`config.mk`:
```
export PLATFORM = sky130hd
export DESIGN_NAME = pcrc_top
export DESIGN_NICKNAME = d
export VERILOG_FILES = /design/src/pcrc_pkg.sv /design/src/pcrc_step.sv /design/src/pcrc_top.sv
export SDC_FILE = /design/constraint.sdc
export NUM_CORES = 1
export LEC_CHECK = 0
export BUFFER_PORTS_ARGS = -buffer_cell sky130_fd_sc_hd__buf_4
export CORE_MARGIN = 4
export CORE_UTILIZATION = 60
export DETAILED_ROUTE_END_ITERATION = 8
export GPL_ROUTABILITY_DRIVEN = 0
export GPL_TIMING_DRIVEN = 0
export PLACE_DENSITY = 0.86
export SETUP_SLACK_MARGIN = 0.5
export SLEW_MARGIN = 20
export SYNTH_ARGS = -nofsm -noshare
export SYNTH_HDL_FRONTEND = slang
export SYNTH_HIERARCHICAL = 1
export SYNTH_SLANG_ARGS = --single-unit
export TNS_END_PERCENT = 10
```
`constraint.sdc`:
```
create_clock -name SYS_CLK -period 6.8 [get_ports SYS_CLK]
set_input_delay 0.68 -clock SYS_CLK [delete_from_list [all_inputs] [get_ports SYS_CLK]]
set_output_delay 0.68 -clock SYS_CLK [all_outputs]
set_load 0.05 [all_outputs]
```
`src/pcrc_pkg.sv`:
```
// Constants and types shared by the programmable checksum generator.
//
// Functional notes
// - Software picks CCITT, CRC-16 or CRC-32 generator polynomial.
// - CCITT selection yields a 16-bit remainder, terms x16, x12, x5, 1.
// - CRC-16 selection yields a 16-bit remainder, terms x16, x15, x2, 1.
// - CRC-32 selection yields a 32-bit remainder using the standard terms.
// - Input bit reverse, input invert, sum reverse, sum invert are separate.
// - A written seed becomes the starting remainder of the next checksum.
// - Writes of 8, 16 or 32 bits fold every written byte into the sum.
// - One byte per cycle: one, two or four cycles per write.
// - Processor or DMA may stream data writes back to back.
`default_nettype none
package pcrc_pkg;

    // ------------------------------------------------------------------
    // Register offsets (byte addresses)
    // ------------------------------------------------------------------
    localparam logic [11:0] OFS_MODE = 12'h000;
    localparam logic [11:0] OFS_SEED = 12'h004;
    localparam logic [11:0] OFS_SUM  = 12'h008;
    localparam logic [11:0] OFS_DATA = 12'h00c;

    // ------------------------------------------------------------------
    // Mode register fields
    // ------------------------------------------------------------------
    localparam int MODE_SEL_LSB = 0;
    localparam int MODE_IN_REV  = 2;
    localparam int MODE_IN_INV  = 3;
    localparam int MODE_OUT_REV = 4;
    localparam int MODE_OUT_INV = 5;
    localparam int MODE_WIDTH   = 6;

    // ------------------------------------------------------------------
    // Reset values and polynomials
    // ------------------------------------------------------------------
    localparam logic [5:0]  RST_MODE  = 6'h00;
    localparam logic [31:0] RST_SUM   = 32'h0000_0000;
    localparam logic [31:0] POLY_CCITT = 32'h0000_1021;
    localparam logic [31:0] POLY_C16   = 32'h0000_8005;
    localparam logic [31:0] POLY_C32   = 32'h04c1_1db7;

    typedef enum logic [1:0] {
        SEL_CCITT = 2'b00,
        SEL_C16   = 2'b01,
        SEL_C32   = 2'b10,
        SEL_RSVD  = 2'b11
    } pcrc_sel_t;

endpackage : pcrc_pkg
`default_nettype wire

```
`src/pcrc_step.sv`:
```
// One-byte remainder update, MSB first, for 16- or 32-bit polynomials.
`timescale 1ns/100ps
`default_nettype none
module pcrc_step
(
    // Current state and byte
    input  wire logic [31:0] crc_in,
    input  wire logic [7:0]  data_in,
    // Polynomial choice
    input  wire logic        wide,
    input  wire logic [31:0] poly,
    // Next state
    output logic      [31:0] crc_out
);

    // ------------------------------------------------------------------
    // Shift loop
    // ------------------------------------------------------------------

    // A 16-bit remainder is aligned to the top so one loop serves both.
    always_comb
    begin
        logic [31:0] acc;
        logic [31:0] pl;
        logic        fb;
        acc = wide ? crc_in : {crc_in[15:0], 16'h0000};
        pl  = wide ? poly : {poly[15:0], 16'h0000};
        fb  = 1'b0;
        for (int i = 7; i >= 0; i--)
        begin
            fb  = acc[31] ^ data_in[i];
            acc = {acc[30:0], 1'b0} ^ (fb ? pl : 32'h0000_0000);
        end
        crc_out = wide ? acc : {16'h0000, acc[31:16]};
    end

endmodule : pcrc_step
`default_nettype wire

```
`src/pcrc_top.sv`:
```
// APB-attached programmable checksum generator with byte-serial engine.
//
// The register offsets and the APB interface to the registers are this design's own decisions.
`timescale 1ns/100ps
`default_nettype none
module pcrc_top
(
    // Clock and reset
    input  wire logic        SYS_CLK,
    input  wire logic        ARST_N,
    // APB slave
    input  wire logic        PSEL,
    input  wire logic        PENABLE,
    input  wire logic        PWRITE,
    input  wire logic [11:0] PADDR,
    input  wire logic [31:0] PWDATA,
    input  wire logic [3:0]  PSTRB,
    output logic      [31:0] PRDATA,
    output logic             PREADY,
    output logic             PSLVERR
);

    // ------------------------------------------------------------------
    // Helper functions
    // ------------------------------------------------------------------

    function automatic logic hit(input logic [11:0] a, input logic [11:0] o);
        hit = (a[11:2] == o[11:2]);
    endfunction : hit

    function automatic logic [7:0] rev8(input logic [7:0] v);
        for (int i = 0; i < 8; i++)
            rev8[i] = v[7-i];
    endfunction : rev8

    function automatic logic [31:0] rev32(input logic [31:0] v);
        for (int i = 0; i < 32; i++)
            rev32[i] = v[31-i];
    endfunction : rev32

    function automatic logic [2:0] nbytes(input logic [3:0] s);
        nbytes = 3'(s[0]) + 3'(s[1]) + 3'(s[2]) + 3'(s[3]);
    endfunction : nbytes

    function automatic logic [1:0] first_lane(input logic [3:0] s);
        first_lane = s[0] ? 2'd0 : s[1] ? 2'd1 : s[2] ? 2'd2 : 2'd3;
    endfunction : first_lane

    // ------------------------------------------------------------------
    // State
    // ------------------------------------------------------------------
    logic [5:0]  mode;
    logic [31:0] crc;
    logic [31:0] shreg;
    logic [2:0]  cnt;
    logic [31:0] rdata;
    logic [5:0]  next_mode;
    logic [31:0] next_crc;
    logic [31:0] next_shreg;
    logic [2:0]  next_cnt;
    logic [31:0] next_rdata;

    pcrc_pkg::pcrc_sel_t sel;
    logic        wide;
    logic [31:0] poly;
    logic [7:0]  cur_byte;
    logic [31:0] step_out;
    logic [31:0] sum_view;
    logic [31:0] sum_rev;
    logic        acc_ph;
    logic        mapped;
    logic        wr_data;
    logic        wr_seed;
    logic        wr_mode;

    // ------------------------------------------------------------------
    // APB decode and handshake
    // ------------------------------------------------------------------

    assign acc_ph = PSEL && PENABLE;
    assign mapped = hit(PADDR, pcrc_pkg::OFS_MODE)
                 || hit(PADDR, pcrc_pkg::OFS_SEED)
                 || hit(PADDR, pcrc_pkg::OFS_SUM)
                 || hit(PADDR, pcrc_pkg::OFS_DATA);

    // stall writes while earlier bytes remain.
    // the last byte and a new data word may overlap, so DMA streams.
    always_comb
    begin
        if (PSEL && PWRITE && hit(PADDR, pcrc_pkg::OFS_DATA))
            PREADY = (cnt <= 3'd1);
        else if (PSEL && PWRITE)
            PREADY = (cnt == 3'd0);
        else
            PREADY = 1'b1;
    end

    // The sum is read-only; writing it or an unmapped word is an error.
    assign PSLVERR = acc_ph && (!mapped
                  || (PWRITE && hit(PADDR, pcrc_pkg::OFS_SUM)));
    assign wr_data = acc_ph && PREADY && PWRITE
                  && hit(PADDR, pcrc_pkg::OFS_DATA);
    assign wr_seed = acc_ph && PREADY && PWRITE
                  && hit(PADDR, pcrc_pkg::OFS_SEED);
    assign wr_mode = acc_ph && PREADY && PWRITE
                  && hit(PADDR, pcrc_pkg::OFS_MODE);

    // ------------------------------------------------------------------
    // Engine datapath
    // ------------------------------------------------------------------

    // the mode field picks one of three polynomials.
    assign sel  = pcrc_pkg::pcrc_sel_t'(mode[pcrc_pkg::MODE_SEL_LSB +: 2]);
    assign wide = (sel == pcrc_pkg::SEL_C32);
    // the reserved code falls back to CCITT so the engine never idles.
    always_comb
    begin
        unique case (sel)
            pcrc_pkg::SEL_CCITT: poly = pcrc_pkg::POLY_CCITT;
            pcrc_pkg::SEL_C16:   poly = pcrc_pkg::POLY_C16;
            pcrc_pkg::SEL_C32:   poly = pcrc_pkg::POLY_C32;
            pcrc_pkg::SEL_RSVD:  poly = pcrc_pkg::POLY_CCITT;
        endcase
    end

    // input reverse and invert act on each byte before folding.
    always_comb
    begin
        cur_byte = shreg[7:0];
        if (mode[pcrc_pkg::MODE_IN_REV])
            cur_byte = rev8(cur_byte);
        if (mode[pcrc_pkg::MODE_IN_INV])
            cur_byte = ~cur_byte;
    end

    pcrc_step u_step
    (
        .crc_in  (crc),
        .data_in (cur_byte),
        .wide    (wide),
        .poly    (poly),
        .crc_out (step_out)
    );

    // A 16-bit remainder lands in the top half once the word is mirrored.
    assign sum_rev = rev32(crc);

    // the read view applies the output settings within the width.
    // sum reverse and sum invert are independent of the input ones.
    always_comb
    begin
        sum_view = wide ? crc : {16'h0000, crc[15:0]};
        if (mode[pcrc_pkg::MODE_OUT_REV])
            sum_view = wide ? sum_rev : {16'h0000, sum_rev[31:16]};
        if (mode[pcrc_pkg::MODE_OUT_INV])
            sum_view = wide ? ~sum_view : {16'h0000, ~sum_view[15:0]};
    end

    // ------------------------------------------------------------------
    // Next-state logic
    // ------------------------------------------------------------------

    always_comb
    begin
        next_mode  = mode;
        next_crc   = crc;
        next_shreg = shreg;
        next_cnt   = cnt;
        next_rdata = rdata;
        if (wr_mode)
            next_mode = PWDATA[pcrc_pkg::MODE_WIDTH-1:0];
        // one byte leaves the shift register per cycle.
        if (cnt != 3'd0)
        begin
            next_crc   = step_out;
            next_shreg = {8'h00, shreg[31:8]};
            next_cnt   = cnt - 3'd1;
        end
        // the seed replaces the remainder; only taken when idle.
        if (wr_seed)
            next_crc = PWDATA;
        // the written lanes are packed down and counted.
        if (wr_data)
        begin
            next_shreg = PWDATA >> {first_lane(PSTRB), 3'b000};
            next_cnt   = nbytes(PSTRB);
        end
        // Read data is caught in the setup cycle so PRDATA is a register.
        if (PSEL && !PENABLE && !PWRITE)
            next_rdata = hit(PADDR, pcrc_pkg::OFS_MODE)
                       ? {26'h0, mode}
                       : hit(PADDR, pcrc_pkg::OFS_SUM) ? sum_view
                       : 32'h0000_0000;
    end

    always_ff @(posedge SYS_CLK or negedge ARST_N)
    begin
        if (!ARST_N)
        begin
            mode  <= pcrc_pkg::RST_MODE;
            crc   <= pcrc_pkg::RST_SUM;
            shreg <= 32'h0000_0000;
            cnt   <= 3'd0;
            rdata <= 32'h0000_0000;
        end
        else
        begin
            mode  <= next_mode;
            crc   <= next_crc;
            shreg <= next_shreg;
            cnt   <= next_cnt;
            rdata <= next_rdata;
        end
    end

    assign PRDATA = rdata;
endmodule : pcrc_top
`default_nettype wire

```
Word level (Yosys, flattened, before mapping)
Index checks and enable logic that the tools add are counted.

Input port bits: 53. Flip-flop bits (word level): 105. Output and inout bits: 34.

Eq/ne operators: 6. Add/subtract/negate cells: 4. Mux-type cells: 32. Order comparisons: 1. Bitwise logic cells: 19. Shift operators: 1. Reductions and logical operators: 26.

Operator list (count): two-way mux 32 bit (22); bitwise XOR 32 bit (8); case mux 32 bit (3 select lines) (1); inverter 32 bit (1); right shift 32 x 5 -> 32 bit (1); equality test 10 x 2 -> 1 bit (second input constant) (2); two-way mux 8 bit (2); inverter 16 bit (1); logical AND 1 bit (12); equality test 10 x 1 -> 1 bit (second input constant) (1); zero test 10 bit (1); inverter 8 bit (1); bitwise XOR 1 bit (8); two-way mux 3 bit (2); equality test 2 bit (second input constant) (2); logical OR 1 bit (4); two-way mux 2 bit (2); nonzero test 2 bit (2); adder 2 x 1 -> 3 bit (1); adder 3 x 1 -> 3 bit (1); less-or-equal comparator 3 x 1 -> 1 bit (second input constant) (1); zero test 1 bit (3); zero test 3 bit (1); two-way mux 1 bit (3); 6 further kinds (6).

Longest topological paths before layout
Depth in word-level cells: 30. Mapped depth: 23.

Hierarchy
Netlist, hierarchy kept.

Modules (own cells, without submodules): pcrc_top (area each 6318.6 um^2, instances 1, sequential area each 2627.5 um^2, cells each 616); pcrc_step (area each 4828.4 um^2, instances 1, sequential area each 0.0 um^2, cells each 728).

Worst setup path after synthesis
Ideal clock, no wire load.

Path kind: reg-to-reg. Start point: reg mode[2]. End point: reg crc[17]. Setup time: 126 ps. Cell stages (with the launch flop): 21. Buffers on the path: 3. Data arrival time: 4845 ps. Required time: 6674 ps. Path slack: 1829 ps. Cell sequence: dfrtp_1 > clkbuf_1 > mux2i_1 > xnor2_1 > xnor2_1 > a32o_1 > xnor2_2 > mux2_2 > and2_1 > buf_2 > and4_1 > nor4_1 > a21oi_1 > nor2_1 > xnor2_1 > clkbuf_1 > a21oi_1 > a211oi_1 > nor3_1 > and2_1 > a221o_1.

RTL lines: start, declared (RTL line pcrc_top.sv:52) `logic [5:0] mode;`; start signal, assigned (RTL line pcrc_top.sv:200) `mode <= pcrc_pkg::RST_MODE;`; start signal, assigned (RTL line pcrc_top.sv:208) `mode <= next_mode;`; two-way mux 8 bit (*) (RTL line pcrc_top.sv:130) `if (mode[pcrc_pkg::MODE_IN_REV])`; inverter 8 bit (RTL line pcrc_top.sv:133) `cur_byte = ~cur_byte;`; two-way mux 8 bit (*) (RTL line pcrc_top.sv:132) `if (mode[pcrc_pkg::MODE_IN_INV])`; via cur_byte[6] (RTL line pcrc_top.sv:66) `logic [7:0] cur_byte;`; bitwise XOR 1 bit (*) (RTL line pcrc_step.sv:31) `fb = acc[31] ^ data_in[i];`; two-way mux 32 bit (*) (RTL line pcrc_step.sv:32) `acc = {acc[30:0], 1'b0} ^ (fb ? pl : 32'h0000_0000);`; bitwise XOR 32 bit (*) (RTL line pcrc_step.sv:32); bitwise XOR 1 bit (RTL line pcrc_step.sv:31); [13 not listed]; bitwise XOR 32 bit (*) (RTL line pcrc_step.sv:32); bitwise XOR 1 bit (RTL line pcrc_step.sv:31); two-way mux 32 bit (RTL line pcrc_step.sv:32); bitwise XOR 32 bit (*) (RTL line pcrc_step.sv:32); two-way mux 32 bit (*) (RTL line pcrc_step.sv:34) `crc_out = wide ? acc : {16'h0000, acc[31:16]};`; via step_out[17] (RTL line pcrc_top.sv:67) `logic [31:0] step_out;`; two-way mux 32 bit (*) (RTL line pcrc_top.sv:173) `if (cnt != 3'd0)`; two-way mux 32 bit (*) (RTL line pcrc_top.sv:180) `if (wr_seed)`; end signal, assigned (RTL line pcrc_top.sv:201) `crc <= pcrc_pkg::RST_SUM;`; end signal, assigned (RTL line pcrc_top.sv:209) `crc <= next_crc;`; end, declared (RTL line pcrc_top.sv:53) `logic [31:0] crc;`.

Mark *: on every way through the listed nets, which the timed path passes. The rest lies on a longest branch. The select of a mux whose other input is x is not followed. A chain may end at the register's enable or synchronous reset.

Worst setup path after layout
Start point: reg mode[2]. End point: reg crc[11].

Cells in the longest elaborated chain, start to end: 30.

Ends and longest elaborated chain (RTL line): two-way mux 8 bit (*) (pcrc_top.sv:130); inverter 8 bit (pcrc_top.sv:133); two-way mux 8 bit (*) (pcrc_top.sv:132); via cur_byte[7] (pcrc_top.sv:66); bitwise XOR 1 bit (*) (pcrc_step.sv:31); two-way mux 32 bit (*) (pcrc_step.sv:32); bitwise XOR 32 bit (*) (pcrc_step.sv:32); bitwise XOR 1 bit (pcrc_step.sv:31); [16 not listed]; bitwise XOR 32 bit (*) (pcrc_step.sv:32); bitwise XOR 1 bit (pcrc_step.sv:31); two-way mux 32 bit (pcrc_step.sv:32); bitwise XOR 32 bit (*) (pcrc_step.sv:32); two-way mux 32 bit (*) (pcrc_step.sv:34); via step_out[11] (pcrc_top.sv:67); two-way mux 32 bit (*) (pcrc_top.sv:173); two-way mux 32 bit (*) (pcrc_top.sv:180).

Marked as above.

==> flow_metrics.py <==
metrics = {
    "final_layout": {
        "nets": 1546,
        "area_delta_synth_final_pct": 12.6,
        "multiInputGateArea_um2": 8140,
        "finalNonFillerCells": 1717,
        "diodes": 0,
        "fillCellCount": 1407,
        "seq_area_um2": 2630,
        "fin_area_um2": 12600,
        "drive_above_1_share_pct": 13.6,
    },
    "routing": {
        "dr_wl_met3_mm": 4.49,
        "dr.first_iter.drc_count": 1416,
        "dr.pass1.iters": 7,
        "routed_via_density": 6.46,
        "drc": 0,
        "wl_met2_mm": 16.1,
        "routedWlPerCell_um": 21.1,
        "wl_mm": 36.2,
        "vias": 11100,
        "drt.antenna.violating_nets": 0,
        "wl_met1_mm": 13.7,
        "highest_layer": "met4",
    },
    "placement": {
        "hpwl_mm": 27.0,
        "placed_area_um2": 12200,
        "port-buffer-count": 83,
        "place_inst": 1701,
    },
    "critical_path": {
        "cp-start-kind": "register",
        "crit_family": "XOR/XNOR gates",
        "critical_path_buf_inv_count": 4,
        "cp_common_cell": "xnor2_1",
        "cp_max_fo": 10,
        "worstReg2RegStart": "mode[2]",
        "crit_chain": "clkbuf_1 -> mux2i_1 -> xnor2_1 -> xnor2_1 -> buf_2 -> clkbuf_1 -> nand2_1 -> o2111ai_1 -> xor2_1 -> nor2_1 -> xnor2_1 -> xor2_1 -> xnor2_1 -> xnor2_2 -> buf_2 -> nand2_1 -> xnor2_1 -> and2_1 -> a221o_1",
        "worstSetupPathType": "reg2reg",
        "cp.arrival_ns": 6.36,
        "required_ns": 7.04,
        "reg2regPathDepth": 19,
        "end_kind": "register",
        "r2r-end": "crc[11]",
        "slowest_stage": "xnor2_2",
        "slowest_delay_ns": 0.56,
        "r2r_slack_ns": 0.67,
    },
    "timing": {
        "whs_ns": 0.439,
        "finClkSkew_ns": 0.0111,
        "tns_ns": 0,
        "period_needed_ns": 6.13,
        "rsz0062_at_grt": "yes",
        "drv_slew": 0,
        "finalSetupViolCount": 0,
        "hold_viol_final": 0,
        "fmax_mhz": 163,
        "fin_crit_sh_pct": 90.1,
        "slew_headroom_pct": 34.3,
        "tightest_slew_ns": 0.958,
    },
    "grt": {
        "grt_max_degree": 106,
        "grt_pass1_vias": 10500,
        "grt_overflow": 0,
        "track_usage_pct": 34.3,
        "grt_antenna_before_repair": 0,
        "grt_pass1_wl_mm": 56.5,
    },
    "floorplanning": {
        "ios": 87,
        "core-area_um2": 18100,
        "rows": 49,
        "die_x_um": 144,
        "dieArea_um2": 20800,
        "start_util_pct": 61.4,
        "die_height_um": 144,
    },
    "job": {
        "maxCapViolCount": 0,
    },
    "pwr": {
        "power.total_mw": 6.40,
        "ir_drop_uv": 475,
        "p_leak_nw": 5.22,
        "powerDensity_nw_per_um2": 510,
    },
    "clock_tree": {
        "htreeDepth": 3,
        "clock_sinks": 105,
        "clockBufferDepth": 2,
        "root_buffer": "clkbuf_16",
        "cts_tree": "built",
        "clk_pin_slew_ns": 0.07,
        "post_cts_buffers": 0,
        "cts_buffers": 9,
        "clock_latency_ns": 0.36,
        "hold_buffers": 0,
    },
    "yosys": {
        "synth_edf_count": 0,
        "synthCells": 1344,
        "ys_ff_latch": 105,
        "synth_warnings": 6,
        "syn-cell-area_um2": 11100,
        "synth.avg_cell_area_um2": 8.29,
        "synthArstFlopShare_pct": 100,
        "ys_seq_area_share_pct": 23.6,
        "synth_flop_cell": "dfrtp_1",
        "yosysUniqueCellTypes": 77,
    },
    "status": {
        "outcome": "complete, no violations",
    },
    "min_path": {
        "hp-class": "in2async",
    },
}
==> layer usage <==
metal  vias to the layer above  track usage, %
li1                       4921               -
met1                      5205            45.7
met2                       774            53.1
met3                       196            8.27
met4                         0            15.5
met5                         -               0
==> layout make-up <==
cell class,count,share of cell area (%)
Clock inverter,6,0.608
Clock buffer,10,1.90
Buffer,105,3.81
Tap cell,229,2.28
Inverter,21,0.628
Sequential cell,105,20.9
Timing Repair Buffer,83,4.99
Multi-Input combinational cell,1158,64.8
==> sequential cells by signal, summed over array words and instances (netlist names) <==
name and count:
shreg 32, cnt 3, mode 6, crc 32, PRDATA 32
==> worst max path at each step <==
stage / startpoint / end / slack [ns] / cells past startpoint
floorplan: mode[2] / crc[17] / 1.83 / 20
global placement: mode[2] / crc[31] / 0.75 / 19
detailed placement: mode[2] / crc[31] / 0.63 / 19
CTS: mode[2] / crc[31] / 0.59 / 20
global route: mode[2] / crc[11] / 0.43 / 19
finish: mode[2] / crc[11] / 0.67 / 19
==> metrics by stage <==
stage               utilization, %  setup slack [ns]
finish                        69.2             0.675
CTS                           69.1             0.594
detailed placement            67.4             0.626
global placement              67.4             0.748
floorplan                        -              1.83
global route                  69.2             0.427
==> worst register-to-register path, stage by stage, from the launching register on <==
cell,delay [ns]
dfrtp_1,0.33
clkbuf_1,0.51
mux2i_1,0.31
xnor2_1,0.19
xnor2_1,0.45
buf_2,0.31
clkbuf_1,0.49
nand2_1,0.10
o2111ai_1,0.33
xor2_1,0.39
nor2_1,0.10
xnor2_1,0.22
xor2_1,0.38
xnor2_1,0.22
xnor2_2,0.56
buf_2,0.36
nand2_1,0.15
xnor2_1,0.19
and2_1,0.16
a221o_1,0.25
==> cell families (layout without fill, tap and decap cells) <==
family,after synthesis,count (layout),synth area share (%)
AOI/OAI and AO/OA,242,242,15.3
buffers and inverters,126,225,4.98
other,2,47,0.0674
and+or+nand+nor,453,453,19.2
muxes,152,152,15.3
adders and majority gates,10,10,1.19
xor gates and xnor gates,254,254,20.4
DFF,105,105,23.6
==> cell usage after synthesis, drive strengths merged (4+ instances only) <==
library cell / number / share of area (%)
o211a: 6 / 0.54
dfrtp: 105 / 24
and3: 17 / 0.95
buf: 45 / 2.2
nand3: 12 / 0.65
mux4: 8 / 1.6
clkbuf: 60 / 2.0
inv: 19 / 0.64
and2: 37 / 2.1
a21oi: 56 / 2.5
a211oi: 11 / 0.83
a22o: 10 / 0.79
o21a: 4 / 0.27
ha: 9 / 1.0
mux2i: 111 / 10
o31ai: 9 / 0.61
xor2: 52 / 4.2
nor4: 7 / 0.53
nand4: 6 / 0.34
a221o: 33 / 3.0
a221oi: 8 / 0.63
nor2: 82 / 2.9
mux2: 33 / 3.3
nor3: 45 / 2.1
nand2b: 17 / 0.95
or3: 8 / 0.45
o21ai: 58 / 2.6
a211o: 10 / 0.79
o211ai: 11 / 0.74
xnor2: 200 / 16
a31oi: 5 / 0.28
nor2b: 9 / 0.51
nand2: 199 / 6.7
==> layout by cell type, fill, tap and decap left out, drive strengths merged, types with 8 or more instances in the layout <==
cell type    n
and3        17
ha           9
or3          8
xnor2      200
nor2b        9
o21ai       58
o31ai        9
buf        128
conb        47
a221o       33
o211ai      11
a211oi      11
nand2b      17
a211o       10
dfrtp      105
clkbuf      70
a21oi       56
mux2i      111
and2        37
a221oi       8
nor2        82
mux2        33
nor3        45
inv         20
nand3       12
a22o        10
nand2      199
xor2        52
mux4         8
==> report_power, final <==
| group | switching, mW | internal [mW] | total [mW] | leakage [nW] |
|---|---|---|---|---|
| sequential | 0.194 | 0.703 | 0.896 | 1.43 |
| clock | 0.251 | 0.301 | 0.552 | 0.155 |
| combinational | 2.81 | 2.14 | 4.95 | 3.63 |
| total | 3.26 | 3.15 | 6.40 | 5.22 |
==> timing repair <==
action | in CTS | in global routing
setup endpoints to repair | 0 | 24
gates resized for setup | 0 | 3
endpoints found under the hold margin | 0 | 0
(Power assumes the default switching activity.)
